File: config.mk
export PLATFORM = sky130hd
export DESIGN_NAME = xup_port
export DESIGN_NICKNAME = d
export VERILOG_FILES = /design/src/design/xup_pkg.sv /design/src/design/xup_reg_if.sv /design/src/design/xup_regfile.sv /design/src/design/xup_port.sv
export VERILOG_INCLUDE_DIRS = /design/src /design/src/design
export SDC_FILE = /design/constraint.sdc
export NUM_CORES = 1
export LEC_CHECK = 0
export BUFFER_PORTS_ARGS = -buffer_cell sky130_fd_sc_hd__clkbuf_2
export CORE_UTILIZATION = 35
export DETAILED_ROUTE_END_ITERATION = 10
export GPL_TIMING_DRIVEN = 0
export HOLD_SLACK_MARGIN = 0.12
export SYNTH_ARGS = -nofsm -noshare
export SYNTH_HDL_FRONTEND = slang
export SYNTH_SLANG_ARGS = --single-unit
File: constraint.sdc
create_clock -name clk -period 5.29 [get_ports clk]
set_input_delay 0.529 -clock clk [delete_from_list [all_inputs] [get_ports clk]]
set_output_delay 0.529 -clock clk [all_outputs]
set_load 0.02 [all_outputs]
File: src/design/xup_consts.svh
// Constants for the extension unit transfer port
`ifndef XUP_CONSTS_SVH
`define XUP_CONSTS_SVH

// APB register byte offsets
`define XUP_ADDR_CTRL 12'h000
`define XUP_ADDR_STATUS 12'h004
`define XUP_ADDR_INSTR 12'h008
`define XUP_ADDR_REGSEL 12'h00c
`define XUP_ADDR_REGDATA 12'h010
`define XUP_ADDR_MEMDATA 12'h014
`define XUP_ADDR_EXTDATA 12'h018

// Instruction word fields
`define XUP_ID_MSB 1
`define XUP_SUB_MSB 7
`define XUP_SUB_LSB 6
`define XUP_REG_MSB 7
`define XUP_REG_LSB 4
`define XUP_CNT_MSB 3
`define XUP_CNT_LSB 0
`define XUP_DIR_BIT 3
`define XUP_BYTE_BIT 8
`define XUP_IMM_REG 4'h0

// Opcode patterns in the high byte of the first word
`define XUP_OP_MEM_HI 7'h07
`define XUP_OP_EAM_HI 7'h27
`define XUP_OP_REG 8'h8f
`define XUP_OP_FLAG 8'h8e
`define XUP_OP_INT 8'h8e

// Flag and control word layout
`define XUP_FCW_ENABLE_BIT 0
// Control byte and bits 0 and 1 survive a flag load; only bits 7:2 are flags
`define XUP_FCW_KEEP_MASK 16'hff03
`define XUP_FCW_RESET 16'h0000

// Register file
`define XUP_NUM_REGS 16
`endif

File: src/design/xup_pkg.sv
// Types for the extension unit transfer port
`default_nettype none
package xup_pkg;
  typedef enum logic [2:0] {
    XUP_OP_NONE = 3'b000,
    XUP_OP_TO_MEM = 3'b001,
    XUP_OP_FROM_MEM = 3'b010,
    XUP_OP_TO_CPU = 3'b011,
    XUP_OP_FROM_CPU = 3'b100,
    XUP_OP_FLAGS_IN = 3'b101,
    XUP_OP_FLAGS_OUT = 3'b110,
    XUP_OP_INTERNAL = 3'b111
  } xup_op_type;

  typedef enum logic [2:0] {
    XUP_ST_IDLE = 3'b000,
    XUP_ST_FWD = 3'b001,
    XUP_ST_XFER = 3'b010,
    XUP_ST_PAD = 3'b011,
    XUP_ST_DONE = 3'b100
  } xup_state_type;
endpackage : xup_pkg
`default_nettype wire

File: src/design/xup_reg_if.sv
// Register file access carrier between the port and its register memory
`default_nettype none
interface xup_reg_if;
  logic wr_en;
  logic [3:0] wr_addr;
  logic [15:0] wr_data;
  logic [3:0] rd_addr;
  logic [15:0] rd_data;
  modport ctrl (output wr_en, output wr_addr, output wr_data, output rd_addr,
    input rd_data);
  modport mem (input wr_en, input wr_addr, input wr_data, input rd_addr,
    output rd_data);
endinterface : xup_reg_if
`default_nettype wire

File: src/design/xup_regfile.sv
// Sixteen word register file with registered read data
`include "xup_consts.svh"
`default_nettype none
module xup_regfile #(
  parameter int NUM_REGS = `XUP_NUM_REGS
) (
  // Clock
  input wire logic clk,
  input wire logic ce,
  // Access
  xup_reg_if.mem port
);
  logic [15:0] mem [NUM_REGS];

  // No reset on the array: register contents are software state
  always_ff @(posedge clk) begin
    if (ce) begin
      if (port.wr_en) begin
        mem[port.wr_addr] <= port.wr_data;
      end
      port.rd_data <= mem[port.rd_addr];
    end
  end
endmodule : xup_regfile
`default_nettype wire

File: src/design/xup_port.sv
// CPU side of the extension unit transfer port
//
// Behaviour
// - With enable set, a decoded template is forwarded with its operands.
// - Operands pass through unchanged, no arithmetic applied.
// - Unit-specific opcode fields are ignored; the unit decodes them.
// - Low two bits of the first word select one of four units.
// - Store-to-memory runs write transactions; the unit supplies the data.
// - Load-from-memory runs read transactions; the unit captures the data.
// - Count field 0 to 15 gives 1 to 16 transfers.
// - Odd immediate byte count: skip the trailing zero pad byte.
// - Unit-to-CPU words go to consecutive registers from the destination.
// - Word register numbering wraps from the highest back to zero.
// - Longword pair numbering wraps from the highest pair back to zero.
// - Odd word count into longwords leaves the last low half undefined.
// - CPU-to-unit words come from consecutive registers from the source.
// - Odd count from longwords does not send the last low word.
// - Load-flags updates flag bits only; bits 0 and 1 keep their value.
// - Store-flags sends the flag byte of the flag/control word.
// - All other templates leave the CPU flags unchanged.
// - Internal-operation template forwards only the instruction, no transfers.
`include "xup_consts.svh"
`default_nettype none
module xup_port
  import xup_pkg::*;
(
  // Clock and reset
  input wire logic clk,
  input wire logic rst_b,
  input wire logic ce,
  // APB slave
  input wire logic psel,
  input wire logic penable,
  input wire logic pwrite,
  input wire logic [11:0] paddr,
  input wire logic [31:0] pwdata,
  output logic [31:0] prdata,
  output logic pready,
  output logic pslverr,
  // Extension unit side
  output logic [15:0] ext_instr,
  output logic [1:0] ext_unit,
  output logic ext_instr_valid,
  output logic [15:0] ext_wdata,
  output logic ext_wvalid,
  output logic [15:0] ext_data_out,
  output logic ext_rd_xfer,
  input wire logic [15:0] ext_rdata,
  input wire logic ext_rvalid,
  // Memory transaction side
  output logic mem_req,
  output logic mem_write,
  output logic mem_byte,
  input wire logic mem_ack,
  // Trap
  output logic trap
);
  import xup_pkg::*;

  // -----------------------------------------------------------------
  // Decode helpers
  // -----------------------------------------------------------------
  // Only the fixed opcode bits are examined; unit opcode fields are ignored
  function automatic xup_op_type decode_op(input logic [15:0] w, input logic [15:0] w2);
    xup_op_type op;
    op = XUP_OP_NONE;
    if (w[15:9] == `XUP_OP_MEM_HI || w[15:9] == `XUP_OP_EAM_HI) begin
      // Direction sits above the unit field so it never aliases a unit number
      op = (w[`XUP_DIR_BIT]) ? XUP_OP_TO_MEM : XUP_OP_FROM_MEM;
    end else if (w[15:8] == `XUP_OP_REG) begin
      unique case (w[`XUP_SUB_MSB:`XUP_SUB_LSB])
        2'b00: op = XUP_OP_TO_CPU;
        2'b01: op = XUP_OP_TO_CPU;
        2'b10: op = XUP_OP_FROM_CPU;
        2'b11: op = XUP_OP_FROM_CPU;
      endcase
    end else if (w[15:8] == `XUP_OP_FLAG) begin
      unique case (w[`XUP_SUB_MSB:`XUP_SUB_LSB])
        2'b00: op = XUP_OP_FLAGS_IN;
        2'b10: op = XUP_OP_FLAGS_OUT;
        default: op = XUP_OP_INTERNAL;
      endcase
    end
    return op;
  endfunction : decode_op

  function automatic logic is_long(input logic [15:0] w);
    return w[`XUP_SUB_LSB];
  endfunction : is_long

  // -----------------------------------------------------------------
  // State
  // -----------------------------------------------------------------
  typedef struct packed {
    xup_state_type st;
    xup_op_type op;
    logic [15:0] instr;
    logic [15:0] opnd;
    logic [15:0] flag_control_word;
    logic [3:0] reg_ptr;
    logic [4:0] remain;
    logic long_mode;
    logic byte_mode;
    logic imm_pad;
    logic go;
    logic trap;
    logic busy;
    logic [15:0] last_data;
    logic [3:0] regsel;
    logic [31:0] prdata;
  } xup_state_reg_type;

  xup_state_reg_type r;
  xup_state_reg_type next_r;

  xup_reg_if rf ();

  xup_regfile #(
    .NUM_REGS(`XUP_NUM_REGS)
  ) u_regfile (
    .clk(clk),
    .ce(ce),
    .port(rf.mem)
  );

  logic apb_wr;
  logic apb_rd;
  logic reg_wr_cpu;
  logic [15:0] reg_wr_data_cpu;
  logic count_odd;
  logic last_xfer;

  assign apb_wr = psel && penable && pwrite;
  // Read data is latched in the setup cycle so it stands through the access phase
  assign apb_rd = psel && !penable && !pwrite;
  assign count_odd = r.remain[0];
  assign last_xfer = (r.remain == 5'h01);

  // -----------------------------------------------------------------
  // Next state
  // -----------------------------------------------------------------
  always_comb begin
    next_r = r;
    reg_wr_cpu = 1'b0;
    reg_wr_data_cpu = 16'h0000;
    next_r.go = 1'b0;
    next_r.trap = 1'b0;

    // APB writes
    if (apb_wr && r.st == XUP_ST_IDLE) begin
      unique case (paddr)
        `XUP_ADDR_CTRL: next_r.flag_control_word = pwdata[15:0];
        `XUP_ADDR_INSTR: begin
          next_r.instr = pwdata[15:0];
          next_r.opnd = pwdata[31:16];
          next_r.go = 1'b1;
        end
        `XUP_ADDR_REGSEL: next_r.regsel = pwdata[3:0];
        `XUP_ADDR_REGDATA: begin
          reg_wr_cpu = 1'b1;
          reg_wr_data_cpu = pwdata[15:0];
        end
        default: ;
      endcase
    end

    unique case (r.st)
      XUP_ST_IDLE: begin
        next_r.busy = 1'b0;
        if (r.go) begin
          next_r.op = decode_op(r.instr, r.opnd);
          if (decode_op(r.instr, r.opnd) != XUP_OP_NONE) begin
            if (r.flag_control_word[`XUP_FCW_ENABLE_BIT]) begin
              next_r.st = XUP_ST_FWD;
              next_r.busy = 1'b1;
            end else begin
              next_r.trap = 1'b1;
            end
          end
          // Count field holds length minus one
          next_r.remain = {1'b0, r.opnd[`XUP_CNT_MSB:`XUP_CNT_LSB]} + 5'h01;
          next_r.reg_ptr = r.opnd[`XUP_REG_MSB:`XUP_REG_LSB];
          next_r.long_mode = is_long(r.instr);
          next_r.byte_mode = !r.instr[`XUP_BYTE_BIT];
          next_r.imm_pad = (r.instr[`XUP_REG_MSB:`XUP_REG_LSB] == `XUP_IMM_REG)
            && !r.instr[`XUP_BYTE_BIT] && !r.opnd[`XUP_CNT_LSB];
        end
      end
      XUP_ST_FWD: begin
        // Internal operation: forward only, no transfer cycles
        if (r.op == XUP_OP_INTERNAL) begin
          next_r.st = XUP_ST_DONE;
        end else begin
          next_r.st = XUP_ST_XFER;
        end
      end
      XUP_ST_XFER: begin
        unique case (r.op)
          XUP_OP_FLAGS_IN: if (ext_rvalid) begin
            // Keep bits 0 and 1
            next_r.flag_control_word = (ext_rdata & ~`XUP_FCW_KEEP_MASK) | (r.flag_control_word & `XUP_FCW_KEEP_MASK);
            next_r.st = XUP_ST_DONE;
          end
          XUP_OP_FLAGS_OUT: next_r.st = XUP_ST_DONE;
          XUP_OP_TO_CPU: if (ext_rvalid) begin
            reg_wr_cpu = 1'b1;
            reg_wr_data_cpu = ext_rdata;
            next_r.reg_ptr = r.reg_ptr + 4'h1;  // Natural wrap
            next_r.remain = r.remain - 5'h01;
            if (last_xfer) begin
              next_r.st = XUP_ST_DONE;  // Odd longword low half untouched
            end
          end
          XUP_OP_FROM_CPU: begin
            next_r.reg_ptr = r.reg_ptr + 4'h1;
            next_r.remain = r.remain - 5'h01;
            if (last_xfer) begin
              next_r.st = XUP_ST_DONE;  // Last low word never sent
            end
          end
          XUP_OP_TO_MEM, XUP_OP_FROM_MEM: if (mem_ack) begin
            next_r.remain = r.remain - 5'h01;
            if (last_xfer) begin
              next_r.st = r.imm_pad ? XUP_ST_PAD : XUP_ST_DONE;
            end
          end
          default: next_r.st = XUP_ST_DONE;
        endcase
      end
      XUP_ST_PAD: next_r.st = XUP_ST_DONE;  // Skip zero pad byte
      XUP_ST_DONE: begin
        next_r.st = XUP_ST_IDLE;
        next_r.busy = 1'b0;
      end
      default: next_r.st = XUP_ST_IDLE;
    endcase

    // APB read data
    if (apb_rd) begin
      unique case (paddr)
        `XUP_ADDR_CTRL: next_r.prdata = {16'h0000, r.flag_control_word};
        `XUP_ADDR_STATUS: next_r.prdata = {24'h000000, 3'h0, r.remain};
        `XUP_ADDR_INSTR: next_r.prdata = {r.opnd, r.instr};
        `XUP_ADDR_REGSEL: next_r.prdata = {28'h0000000, r.regsel};
        `XUP_ADDR_REGDATA: next_r.prdata = {16'h0000, rf.rd_data};
        default: next_r.prdata = 32'h00000000;
      endcase
    end
  end

  // -----------------------------------------------------------------
  // Registers
  // -----------------------------------------------------------------
  always_ff @(posedge clk or negedge rst_b) begin
    if (!rst_b) begin
      r <= '0;
    end else if (ce) begin
      r <= next_r;
    end
  end

  // -----------------------------------------------------------------
  // Register file hookup
  // -----------------------------------------------------------------
  assign rf.wr_en = reg_wr_cpu && ce;
  assign rf.wr_addr = (r.st == XUP_ST_XFER) ? r.reg_ptr : r.regsel;
  assign rf.wr_data = reg_wr_data_cpu;
  // Look one pointer ahead: the registered read lands as the pointer advances
  assign rf.rd_addr = (r.st == XUP_ST_IDLE) ? r.regsel : next_r.reg_ptr;

  // -----------------------------------------------------------------
  // Outputs
  // -----------------------------------------------------------------
  assign prdata = r.prdata;
  assign pready = 1'b1;
  assign pslverr = 1'b0;
  assign ext_instr = r.instr;
  assign ext_unit = r.instr[`XUP_ID_MSB:0];
  assign ext_instr_valid = (r.st == XUP_ST_FWD);
  assign ext_wdata = (r.op == XUP_OP_FLAGS_OUT) ? {8'h00, r.flag_control_word[7:0]} : rf.rd_data;
  assign ext_wvalid = (r.st == XUP_ST_XFER) &&
    (r.op == XUP_OP_FROM_CPU || r.op == XUP_OP_FLAGS_OUT);
  assign ext_data_out = r.opnd;
  assign ext_rd_xfer = (r.st == XUP_ST_XFER) && (r.op == XUP_OP_FROM_MEM);
  assign mem_req = (r.st == XUP_ST_XFER) &&
    (r.op == XUP_OP_TO_MEM || r.op == XUP_OP_FROM_MEM);
  assign mem_write = (r.op == XUP_OP_TO_MEM);
  assign mem_byte = r.byte_mode;
  assign trap = r.trap;

  // -----------------------------------------------------------------
  // Checks
  // -----------------------------------------------------------------
  chk_trap_disabled: assert property (@(posedge clk) disable iff (!rst_b)
    (ce && r.go && !r.flag_control_word[`XUP_FCW_ENABLE_BIT] && decode_op(r.instr, r.opnd) != XUP_OP_NONE)
    |=> trap) else $error("template with enable clear did not trap");
  chk_forward_enabled: assert property (@(posedge clk) disable iff (!rst_b)
    (ce && r.go && r.flag_control_word[`XUP_FCW_ENABLE_BIT] && decode_op(r.instr, r.opnd) != XUP_OP_NONE)
    |=> ext_instr_valid) else $error("enabled template was not forwarded");
  chk_flags_keep: assert property (@(posedge clk) disable iff (!rst_b)
    ce |=> (r.flag_control_word[1:0] == $past(r.flag_control_word[1:0]) || $past(apb_wr))) else $error("fcw low bits changed");
  chk_flags_other: assert property (@(posedge clk) disable iff (!rst_b)
    (ce && r.st == XUP_ST_XFER && r.op != XUP_OP_FLAGS_IN) |=> $stable(r.flag_control_word))
    else $error("flags changed by non flag template");
  chk_internal_none: assert property (@(posedge clk) disable iff (!rst_b)
    (ce && r.st == XUP_ST_FWD && r.op == XUP_OP_INTERNAL) |=> !mem_req && !ext_wvalid)
    else $error("internal template made a transfer");
  chk_count_len: assert property (@(posedge clk) disable iff (!rst_b)
    (ce && r.st == XUP_ST_IDLE && r.go) |=> (r.remain >= 5'h01 && r.remain <= 5'h10))
    else $error("transfer length out of range");
  chk_reg_advance: assert property (@(posedge clk) disable iff (!rst_b)
    (ce && r.st == XUP_ST_XFER && r.op == XUP_OP_FROM_CPU) |=> r.reg_ptr == $past(r.reg_ptr) + 4'h1)
    else $error("register pointer did not advance");
  chk_unit_id: assert property (@(posedge clk) disable iff (!rst_b)
    ext_instr_valid |-> ext_unit == r.instr[1:0]) else $error("unit id mismatch");
endmodule : xup_port
`default_nettype wire

After elaboration in Yosys (flattened, before gate mapping):

Memories as Yosys holds them, arrays and structs flattened. A register that Yosys moved wholly into a read port is not among the register bits.
Index checks and enable logic that the tools add are counted.

* add/subtract/negate cells: 3
* eq/ne operators: 30
* mux-type cells: 55
* bitwise logic cells: 1
* reductions and logical operators: 33

Operators by type and width (number)
* 16-bit two-way mux: 11
* 32-bit one-hot mux with 5 select lines: 1
* 3-bit two-way mux: 14
* 12-bit by 4-bit == test with 1-bit output, second input constant: 2
* 3-bit one-hot mux with 4 select lines: 2
* 9-bit one-hot mux with 2 select lines: 1
* 8-bit == test, second input constant: 2
* 8-bit by 16-bit bitwise OR with 16-bit output: 1
* 5-bit one-hot mux with 3 select lines: 1
* 1-bit two-way mux: 13
* 12-bit by 3-bit == test with 1-bit output, second input constant: 1
* 12-bit by 5-bit == test with 1-bit output, second input constant: 1
* 3-bit by 2-bit == test with 1-bit output, second input constant: 4
* 3-bit == test, second input constant: 4
* 12-bit logical NOT: 1
* 12-bit two-way mux: 1
* 3-bit inequality test, second input constant: 4
* 1-bit logical AND: 11
* 9-bit two-way mux: 1
* 3-bit AND reduction: 3
* 4-bit two-way mux: 2
* 4-bit one-hot mux with 2 select lines: 1
* 8-bit AND reduction: 1
* 7-bit by 3-bit == test with 1-bit output, second input constant: 1
* 26 further kinds: 38

* register bits after elaboration: 104
* memory bits (writable): 256
* input port bits: 68
* output and inout port bits: 91
* logic and storage cells: 137
* memories kept: 1

Memory list
* u_regfile.mem: words 16, bits a word 16, rd ports 1, clocked after memory_dff 1, write ports 1, RTL line xup_regfile.sv:13 `logic [15:0] mem [NUM_REGS];`

Longest topological paths before layout:

Gate-level depths: netlist (run 1).

* depth in word-level cells: 11
* depth in mapped cells: 11
* gate-level depth less buffers: 8

Cells and area by module:

Synthesis (run 1) repeated with hierarchy kept, for this count alone.

* cell total of the unflattened synthesis: 1062
* area total of the unflattened synthesis: 16372.0 µm²

Modules (own cells, without submodules)
* xup_regfile: instances 1, cells each 433, area an instance 10253.6 µm², seq. area each 8167.8 µm²
* xup_port: instances 1, cells each 629, area an instance 6118.4 µm², seq. area each 2577.5 µm²

Worst setup path before layout (run 1):

Ideal clock, no wire load.

* path kind: input port to flip-flop
* from: input port paddr[8]
* to: memory u_regfile.mem[13][0] (enable)
* library setup time: 0.388 ns
* arrival time: 2.962 ns
* data required time: 4.902 ns
* path slack: 1.939 ns
* cell stages on the path: 8
* path buffers: 1
* path through: nor4_1 > nand3_1 > nor4b_2 > nor2b_1 > clkbuf_1 > o21a_1 > o21ai_0 > nor2_1

* cells in the longest elaborated chain, start to end: 10

Ends and longest elaborated chain
* from (decl): RTL line xup_port.sv:35 `input wire logic [11:0] paddr,`
* 12-bit by 5-bit == test with 1-bit output *: RTL line xup_port.sv:151 `unique case (paddr)`
* 1-bit two-way mux *: RTL line xup_port.sv:151
* 1-bit two-way mux *: RTL line xup_port.sv:150 `if (apb_wr && r.st == XUP_ST_IDLE) begin`
* 1-bit two-way mux: RTL line xup_port.sv:205 `XUP_OP_TO_CPU: if (ext_rvalid) begin`
* 1-bit two-way mux: RTL line xup_port.sv:198 `unique case (r.op)`
* 1-bit two-way mux *: RTL line xup_port.sv:167 `unique case (r.st)`
* 1-bit logical AND *: RTL line xup_port.sv:265 `assign rf.wr_en = reg_wr_cpu && ce;`
* 1-bit two-way mux *: RTL line xup_regfile.sv:18 `if (port.wr_en) begin`
* 1-bit two-way mux *: RTL line xup_regfile.sv:17 `if (ce) begin`
* 1-bit two-way mux (implied by the code) *: RTL line xup_regfile.sv:19 `mem[port.wr_addr] <= port.wr_data;`
* to (decl): RTL line xup_regfile.sv:13

Mark *: on every way between the ends. The rest lies on a longest branch, timed or not.

Worst setup path in the final report (run 1):

* from: register r[118] in the netlist's numbering
* to: memory u_regfile.mem[1][6] (enable)

* cells in the longest elaborated chain, start to end: 10
* elaborated cells between the ends (all ways): 12
* classes of those cells: eq/ne: 1; mux: 8; reduce/logical: 3

Ends and longest elaborated chain
* from (decl): RTL line xup_port.sv:113 `xup_state_reg_type r;`
* from (signal assigned): RTL line xup_port.sv:258 `r <= next_r;`
* 3-bit logical NOT: RTL line xup_port.sv:150
* 1-bit logical AND: RTL line xup_port.sv:150
* 1-bit two-way mux: RTL line xup_port.sv:150
* 1-bit two-way mux: RTL line xup_port.sv:205
* 1-bit two-way mux: RTL line xup_port.sv:198
* 1-bit two-way mux: RTL line xup_port.sv:167
* 1-bit logical AND: RTL line xup_port.sv:265
* 1-bit two-way mux: RTL line xup_regfile.sv:18
* 1-bit two-way mux: RTL line xup_regfile.sv:17
* 1-bit two-way mux (implied by the code): RTL line xup_regfile.sv:19

Several ways; a longest one is shown, not always the timed one.

==> metrics.yaml, run 1 <==
post-route-period-util_pct: 75.0
synth_nets: 1097
cts_buffers: 39
antenna-diode-count: 0
fillers: 4088
grt-ovfl-total: 0
yosysSeqAreaShare_pct: 65.9
hold_class: "in -> reg"
synth_top_family_by_area: "multiplexers"
dieArea_sq_um: 47500
synthSimpleGateAreaFrac_pct: 5.50
path_max_fanout: 10
synth_cell_types: 66
vias: 9766
cts.clk_slew.worst_paths_ns: 0.06
ios: 159
cap_violations: 0
root_buffer: "clkbuf_16"
cp.required_ns: 5.54
grt_usage_pct: 16.7
dr.pass1.iters: 5
ys.flop_type: "edfxtp_1"
h-tree-depth: 2
clk_path_buf_depth: 3
ys_ff_latch: 375
drtIter0Drc: 852
port_buffers: 156
synth_edf_count: 272
core.rowCount: 78
p_leak_nw: 8.26
rrSetupSlack_ns: 1.33
synthMuxAreaShare_pct: 14.3
drv_slew: 0
regArea_sq_um: 10700
hold_viol: 0
syn_inst: 1025
synth.avg_cell_area_sq_um: 15.9
multi_input_area_sq_um: 4710
setup_tns_ns: 0
drive_above_1_share_pct: 35.3
chipWidth_microns: 218
critPathArrivalTime_ns: 4.21
start_util_pct: 35.7
hold_slack_ns: 0.209
min_period_ns: 3.96
drc: 0
clock_latency_ns: 0.55
ant_nets: 0
syn_area_sq_um: 16300
total_power_w: 0.00592
cts_sinks: 375
post-route-util_pct: 42.4
chipHeight_microns: 218
wl_per_cell_microns: 21.3
grt_pass1_wl_mm: 60.3
timing.fmax_mhz: 252
end_kind: "flop"
drt-total-wl_mm: 39.7
grt_max_degree: 104
worstMarginPinSlew_ns: 1.03
cts_tree: "built"
peakVddDrop_mv: 0.218
critPathKind: "reg -> reg"
finalClockSkew_ns: 0.0186
status: "finished clean"
rsz0062_at_grt: "no"
area.growth.synth_to_final_pct: 18.7
fin_ws_ns: 1.33
synth_compound_area_share_pct: 8.27
async_flop_share_pct: 27.5
start_kind: "flop"
drt-vias-per-instance: 5.23
core_sq_um: 45700
powerDensity_nw_per_um2: 306
dpl.hpwl_mm: 29.0
synth_xor_area_share_pct: 0.215
setup-violations-final: 0
gp_routability_congestion: 0.844
grt_pass1_vias: 9795
dp_slack_ns: 0.970
antenna_found_initial: 0
synthAdderAreaFrac_pct: 0.307
ys_warn_count: 0
nets: 1310
slew_headroom_pct: 30.7
==> layer usage <==
layer | share of wire [%] | vias to the layer above | GRT usage (%)
li1 | - | 4393 | -
met1 | 44 | 4991 | 22.8
met2 | 49 | 335 | 28.1
met3 | 5.1 | 47 | 2.23
met4 | 1.6 | 0 | 3.94
met5 | 0 | - | 0
==> per-stage QoR <==
| step | cell area [sq um] | std cells |
|---|---|---|
| final | 19400 | 1867 |
| after CTS | 19400 | 1867 |
| after floorplan | 16300 | 1025 |
| after global placement | 17800 | 1781 |
| after detailed placement | 18100 | 1796 |
| after global routing | 19400 | 1867 |
==> final timing paths <==
path	start	end	depth (start not counted)
max	r[118]	u_regfile.mem[1][6]	11
min	pwdata[16]	ext_data_out[0]	2
max reg2reg	r[118]	u_regfile.mem[1][6]	11
min reg2reg	mem_byte	mem_byte	2
max in group asynchronous	rst_b	ext_instr[9]	2
min in group asynchronous	rst_b	ext_data_out[14]	2
==> cells by family (layout without fill, tap and decap cells) <==
logic type / count (synthesis) / in the layout
DFF: 375 / 375
AOI/OAI and AO/OA: 192 / 192
and+or+nand+nor: 180 / 180
muxes: 137 / 137
buffers and inverters: 131 / 373
adders and majority gates: 4 / 4
xor gates and xnor gates: 4 / 4
other: 2 / 2
==> state kept, by name (all words and copies together), names as in the netlist <==
name	flops
count_odd	1
r	36
u_regfile.port.rd_data	16
prdata	32
ext_data_out	16
mem_byte	1
trap	1
ext_instr	16
u_regfile.mem	256
==> critical path: stages, from the launching register on <==
cell	delay [ns]
dfrtp_1	0.37
buf_6	0.13
or2_1	0.21
clkbuf_1	0.17
nor2_1	0.41
nand4_1	0.28
nor2b_1	0.17
clkbuf_1	0.41
o21a_1	0.26
o21ai_0	0.39
nor2_2	0.62
buf_8	0.23
==> cell usage in the layout (no fill, tap or decap), types with 6 or more instances in the layout <==
| master | Yosys | layout |
|---|---|---|
| nor3b_1 | 9 | 9 |
| o22ai_1 | 11 | 11 |
| mux4_2 | 40 | 40 |
| clkbuf_2 | 0 | 155 |
| clkinv_2 | 0 | 6 |
| nor2_1 | 51 | 37 |
| nor3_1 | 10 | 10 |
| edfxtp_1 | 272 | 272 |
| clkbuf_16 | 0 | 39 |
| buf_4 | 69 | 69 |
| and2_1 | 8 | 8 |
| nand4_1 | 6 | 6 |
| buf_8 | 1 | 13 |
| dfrtp_1 | 103 | 103 |
| nand2_1 | 55 | 55 |
| a22o_1 | 47 | 47 |
| and3_1 | 6 | 6 |
| mux2_2 | 55 | 55 |
| clkbuf_1 | 23 | 32 |
| a21oi_1 | 31 | 31 |
| buf_12 | 6 | 6 |
| nor2_2 | 3 | 17 |
| buf_2 | 15 | 15 |
| mux4_1 | 24 | 24 |
| nand3_1 | 8 | 8 |
| inv_1 | 12 | 12 |
| a22oi_1 | 34 | 34 |
| mux2i_1 | 13 | 13 |
| o21ai_0 | 39 | 39 |
==> cell type report <==
type	instances	share of cell area (%)
Sequential cell	375	55.5
Multi-Input combinational cell	519	24.3
Clock buffer	51	5.43
Timing Repair Buffer	172	5.24
Buffer	119	4.38
Tap cell	600	3.88
Clock inverter	19	0.982
Inverter	12	0.233
==> Yosys cell counts, types with 4 or more instances <==
cell type  count  area [sq um]
mux4_2        40           901
nor2_1        51           191
clkbuf_1      23          86.3
a21oi_1       31           155
and3_1         6          37.5
mux2_1         5          56.3
a22o_1        47           412
o22ai_1       11          68.8
and2_1         8          50.1
mux4_1        24           631
dfrtp_1      103          2580
edfxtp_1     272          8170
nand4_1        6          37.5
nor3b_1        9          67.6
mux2i_1       13           130
nand2b_1       4          25.0
ha_1           4          50.1
mux2_2        55           619
nand2_1       55           206
nand3_1        8          40.0
a22oi_1       34           255
o21ai_0       39           195
inv_1         12          45.0
nor3_1        10          50.1
buf_2         15          75.1
buf_4         69           518
a222oi_1       4          40.0
a211oi_1       4          30.0
buf_12         6           120
a31oi_1        4          25.0
==> power breakdown <==
part / total [W] / leakage [nW] / switching, W / internal, W
combinational: 0.000124 / 3.34 / 0.0000781 / 0.0000460
sequential: 0.00314 / 4.32 / 0.00000739 / 0.00313
clock: 0.00266 / 0.602 / 0.00114 / 0.00152
total: 0.00592 / 8.26 / 0.00122 / 0.00470
==> timing repair <==
action,in CTS,in global routing
hold endpoints to repair,33,0
hold buffers,1,0
gates resized for setup,0,0
setup buffers,0,0
No activity file was read; power rests on OpenSTA's default activity.
==> run 2: changes to the inputs <==
==> constraint.sdc (replaced) <==
create_clock -name clk -period 4.14 [get_ports clk]
set_input_delay 0.414 -clock clk [delete_from_list [all_inputs] [get_ports clk]]
set_output_delay 0.414 -clock clk [all_outputs]
set_load 0.02 [all_outputs]
==> run 2 against run 1 <==
Compared with the run above:
- via count down 0.27%
- critical path depth did not move
- clock skew is essentially flat
- final area rose by 0.83%
- first-iteration DRC count rose by 1.9%
- critical path type unchanged
- largest cell class unchanged
- highest routed layer unchanged
==> metrics.yaml, run 2 (synthesized netlist as in run 1, its figures left out) <==
status: "finished clean"
finalClockSkew_ns: 0.0185  # -0.000130 ns
nets: 1326  # +1.2%
timing.rr.start: "r[120]"
dp_slack_ns: -0.0654  # -1.04 ns
post_cts_buffers: 0  # unchanged
critPathKind: "reg -> reg"
core.rowCount: 78  # unchanged
regMostFlops: "u_regfile.mem"
dieArea_sq_um: 47500  # unchanged
fin_ws_ns: 0.258  # -1.07 ns
crit_chain: "buf_2, or2_1, clkbuf_1, nor2_1, nand4_1, nor2b_1, clkbuf_1, o21a_1, o21ai_0, nor2_2, buf_6"
ios: 159  # unchanged
antenna-diode-count: 0  # unchanged
cpLargestDelayFamily: "simple AND/OR/NAND/NOR gates"
area.growth.synth_to_final_pct: 19.6
antenna_found_initial: 0  # unchanged
wl_per_cell_microns: 21.1  # -0.60%
hold_viol: 0  # unchanged
cp.required_ns: 4.39  # -1.15 ns
grt_pass1_wl_mm: 60.6  # +0.53%
peakVddDrop_mv: 0.277  # +27%
worstMarginPinSlew_ns: 0.955  # -0.0744 ns
critPathLaunch: "r[120]"
start_util_pct: 35.7  # unchanged
drv_slew: 0  # unchanged
drtIter0Drc: 868  # +1.9%
cap_violations: 0  # unchanged
critPathArrivalTime_ns: 4.13  # -0.08 ns
core_sq_um: 45700  # unchanged
grt_pass1_vias: 9863  # +0.69%
dr.pass1.iters: 6  # +1
chipHeight_microns: 218  # unchanged
min_period_ns: 3.88  # -0.0829 ns
drt-vias-per-instance: 5.17  # -1.1%
cts_buffers: 39  # unchanged
rsz0062_at_grt: "yes"
cpPeakStageDelay_ns: 0.58  # -0.04 ns
grt_max_degree: 104  # unchanged
grt_usage_pct: 16.8  # +0.070 points
dpl.hpwl_mm: 29.0  # unchanged
powerDensity_nw_per_um2: 388  # +27%
cts_sinks: 375  # unchanged
chipWidth_microns: 218  # unchanged
start_kind: "flop"
post-route-period-util_pct: 93.8  # +19 points
final_common_cell: "edfxtp_1"
drc: 0  # unchanged
gp_routability_congestion: 0.844  # unchanged
vias: 9740  # -0.27%
cts_resized: 0  # unchanged
port_buffers: 156  # unchanged
total_power_w: 0.00757  # +28%
clock_latency_ns: 0.55  # about the same
slew_headroom_pct: 35.7  # +5.0 points
p_leak_nw: 8.33  # +0.81%
final_cell_mix: "edfxtp_1 (272), clkbuf_2 (155), dfrtp_1 (103)"
largest_register_ffs: 256  # unchanged
setup-violations-final: 0  # unchanged
root_buffer: "clkbuf_16"
path_buf_inv: 4  # unchanged
ant_nets: 0  # unchanged
drt-total-wl_mm: 39.8  # +0.25%
h-tree-depth: 2  # unchanged
path_max_fanout: 9  # -1
cts_tree: "built"
clk_path_buf_depth: 3  # unchanged
cp_common_cell: "clkbuf_1"
cts.clk_slew.worst_paths_ns: 0.06  # about the same
hold_class: "in -> reg"
drive_above_1_share_pct: 34.8  # -0.44 points
slowest_stage: "nor2_2"
end_kind: "flop"
hold_path_startpoint: "pwdata[12]"
grt-ovfl-total: 0  # unchanged
timing.fmax_mhz: 258  # +2.1%
[run 2: cell types whose count changed in the layout (fill, tap and decap cells not counted)]
cell           previous run  this run
dlygate4sd3_1             1        17
[run 2: final cells by class]
class | count | area (sq um)
clock buffer | 51 | 1050
inverter | 12 | 45.0
multi-input combinational | 519 | 4710
buffer | 119 | 848
tap | 600 | 751
timing repair buffer | 188 | 1170
fill | 4068 | 26200
clock inverter | 19 | 190
sequential | 375 | 10700
[run 2: repair_timing]
item / CTS / global route
hold endpoints to repair: 119 / 0
hold buffers: 17 / 0
endpoints found under the setup margin: 0 / 18
[run 2: worst paths after layout]
kind	cells past startpoint	slack [ns]	end
min reg2reg	2	0.49	mem_byte
max reg2reg	11	0.26	u_regfile.mem[13][10]
min	2	0.16	ext_instr[12]
max in group asynchronous	2	3.03	ext_instr[9]
max	11	0.26	u_regfile.mem[13][10]
min in group asynchronous	2	0.55	ext_data_out[14]
[run 2: report_power, final]
| group | switching (W) | internal [W] | leakage [nW] | total (W) |
|---|---|---|---|---|
| combinational | 0.000102 | 0.0000686 | 3.40 | 0.000171 |
| sequential | 0.00000937 | 0.00401 | 4.32 | 0.00401 |
| clock | 0.00144 | 0.00194 | 0.602 | 0.00339 |
| total | 0.00156 | 0.00602 | 8.33 | 0.00757 |
[run 2: per-layer routing]
metal,part of all wire (%),up-vias,GRT usage (%)
met3,5.1,43,2.23
met1,44,4963,22.8
met4,1.4,0,3.94
met2,49,314,28.4
li1,-,4420,-
met5,0,-,0
[run 2: worst register-to-register path, cell delays in order, from the launching register on]
cell and delay (ns):
dfrtp_1 0.35, buf_2 0.16, or2_1 0.21, clkbuf_1 0.17, nor2_1 0.42, nand4_1 0.28
nor2b_1 0.16, clkbuf_1 0.39, o21a_1 0.26, o21ai_0 0.37, nor2_2 0.58, buf_6 0.24
[run 2: per-stage QoR]
stage	cell area (sq um)	std cells	util [%]	TNS (ns)	hold WS (ns)
after CTS	19500	1883	42.7	0	0.138
after floorplan	16300	1025	-	0	0.118
after detailed placement	18100	1796	39.6	-1.11	0.480
final	19500	1883	42.7	0	0.162
after global placement	17800	1781	39.1	-135.35	0.473
after global routing	19500	1883	42.7	-0.772	0.161
==> run 3: changes to the inputs <==
--- a/config.mk
+++ b/config.mk
@@ -7,6 +7,7 @@
 export NUM_CORES = 1
 export LEC_CHECK = 0
 export BUFFER_PORTS_ARGS = -buffer_cell sky130_fd_sc_hd__clkbuf_2
+export CORE_MARGIN = 2
 export CORE_UTILIZATION = 35
 export DETAILED_ROUTE_END_ITERATION = 10
 export GPL_TIMING_DRIVEN = 0
==> run 3 against run 2 <==
Compared with the run above:
- clock skew is 0.020 ns higher
- final area is 0.28% higher
- critical path depth stayed put
- die area is 1.8% higher
- clock power is 3% higher
- register-to-register slack better by 0.09 ns
- sequential power hardly changed
==> metrics.yaml, run 3 (synthesized netlist as in run 1, its figures left out) <==
cp.required_ns: 4.40  # about the same
peakVddDrop_mv: 0.311  # +12%
final_common_cell: "edfxtp_1"
clock_latency_ns: 0.56  # about the same
timing.fmax_mhz: 264  # +2.4%
worstMarginPinSlew_ns: 1.07  # +0.112 ns
h-tree-depth: 2  # unchanged
drv_slew: 0  # unchanged
powerDensity_nw_per_um2: 392  # +1.1%
antenna-diode-count: 0  # unchanged
rr_endpoint: "u_regfile.mem[2][3]"
core_sq_um: 46300  # +1.3%
largest_register_ffs: 256  # unchanged
critPathArrivalTime_ns: 4.06  # -0.07 ns
drive_above_1_share_pct: 34.9  # +0.058 points
dr.pass1.iters: 5  # -1
root_buffer: "clkbuf_16"
path_max_fanout: 10  # +1
finalClockSkew_ns: 0.0388  # +0.0203 ns
ant_nets: 0  # unchanged
min_period_ns: 3.79  # -0.0893 ns
gp_routability_congestion: 0.872  # +3.2%
drtIter0Drc: 811  # -6.6%
hold_slack_ns: 0.138  # -0.0243 ns
critPathKind: "reg -> reg"
post_cts_buffers: 0  # unchanged
cap_violations: 0  # unchanged
start_kind: "flop"
grt_pass1_wl_mm: 59.5  # -1.8%
timing.rr.start: "r[118]"
placed_area_sq_um: 18100  # +0.18%
nets: 1324  # -0.15%
p_leak_nw: 8.35  # +0.33%
grt_usage_pct: 16.2  # -0.53 points
cts.clk_slew.worst_paths_ns: 0.06  # about the same
rrSetupSlack_ns: 0.35  # +0.09 ns
port_buffers: 156  # unchanged
status: "finished clean"
hold_viol: 0  # unchanged
dp_cells: 1803  # +0.39%
drt-total-wl_mm: 39.4  # -0.98%
finalNonFillerCells: 1885  # +0.11%
drc: 0  # unchanged
grt_max_degree: 104  # unchanged
dpl.hpwl_mm: 28.7  # -1.1%
setup.worst_path.end: "u_regfile.mem[2][3]"
cts_sinks: 375  # unchanged
chipHeight_microns: 220  # +0.92%
grt_pass1_vias: 9758  # -1.1%
grt-ovfl-total: 0  # unchanged
holdPathStages: 2  # unchanged
regMostFlops: "u_regfile.mem"
design_area_sq_um: 19600  # +0.28%
post-route-period-util_pct: 91.6  # -2.2 points
end_kind: "flop"
cts_tree: "built"
ff2ff_path_depth: 11  # unchanged
rsz0062_at_grt: "no"
final_cell_mix: "edfxtp_1 (272), clkbuf_2 (155), dfrtp_1 (103)"
slew_headroom_pct: 28.1  # -7.5 points
wl_per_cell_microns: 20.9  # -1.1%
cts_buffers: 39  # unchanged
vias: 9712  # -0.29%
start_util_pct: 35.3  # -0.45 points
clk_path_buf_depth: 3  # unchanged
post-route-util_pct: 42.3  # -0.42 points
critPathLaunch: "r[118]"
setup-violations-final: 0  # unchanged
hold_class: "in -> reg"
chipWidth_microns: 220  # +0.92%
antenna_found_initial: 0  # unchanged
drt-vias-per-instance: 5.15  # -0.39%
area.growth.synth_to_final_pct: 20.0
dieArea_sq_um: 48400  # +1.8%
fillers: 4149  # +2.0%
ios: 159  # unchanged
core.rowCount: 79  # +1.3%
==> run 3: how the worst min path moves through the flow <==
stage	start	end	slack, ns
6_report	pwdata[28]	ext_data_out[12]	0.14
5_1_grt	pwdata[30]	ext_data_out[14]	0.13
4_1_cts	pwdata[28]	ext_data_out[12]	0.12
3_5_place_dp	mem_byte	mem_byte	0.49
3_3_place_gp	mem_byte	mem_byte	0.49
2_1_floorplan	rst_b	count_odd	0.12
==> run 3: report_power, final <==
group | total [W] | internal (W) | switching, W
sequential | 0.00401 | 0.00401 | 0.00000896
clock | 0.00349 | 0.00202 | 0.00147
combinational | 0.000173 | 0.0000673 | 0.000106
==> run 3: metal layers <==
metal  up-vias  GRT usage (%)  share of wire [%]
li1       4418              -                  -
met3        55           2.65                5.1
met2       307           27.3                 49
met1      4932           21.8                 44
met4         0           4.47                2.1
met5         -              0                  0
==> run 3: layout make-up <==
type,count,area [sq um],share of cell area (%)
clock inverter,24,278,1.42
buffer,119,848,4.33
sequential,375,10700,54.9
clock buffer,43,1000,5.11
inverter,12,45.0,0.230
multi-input combinational,519,4720,24.1
tap,607,759,3.88
timing repair buffer,186,1180,6.02
==> run 3: what timing repair did <==
item	CTS	global route
gates resized for setup	0	1
endpoints found under the setup margin	0	9
hold buffers	15	0
endpoints found under the hold margin	117	0
==> run 3: critical path: stages (launching register included) <==
cell and delay, ns:
dfrtp_1 0.37, buf_6 0.13, or2_1 0.21, clkbuf_1 0.17, nor2_1 0.39, nand4_1 0.26
nor2b_1 0.19, clkbuf_1 0.44, o21a_1 0.25, o21ai_0 0.31, nor2_2 0.56, buf_8 0.23
==> run 3: stage by stage <==
| stage | worst slack, ns | TNS (ns) | power (W) |
|---|---|---|---|
| final | 0.347 | 0 | 0.00768 |
| after global placement | -0.675 | -122.24 | 0.00425 |
| after global routing | 0.0716 | 0 | 0.00789 |
| after detailed placement | -0.0692 | -0.615 | 0.00425 |
| after floorplan | 0.904 | 0 | 0.00415 |
| after CTS | 0.189 | 0 | 0.00776 |
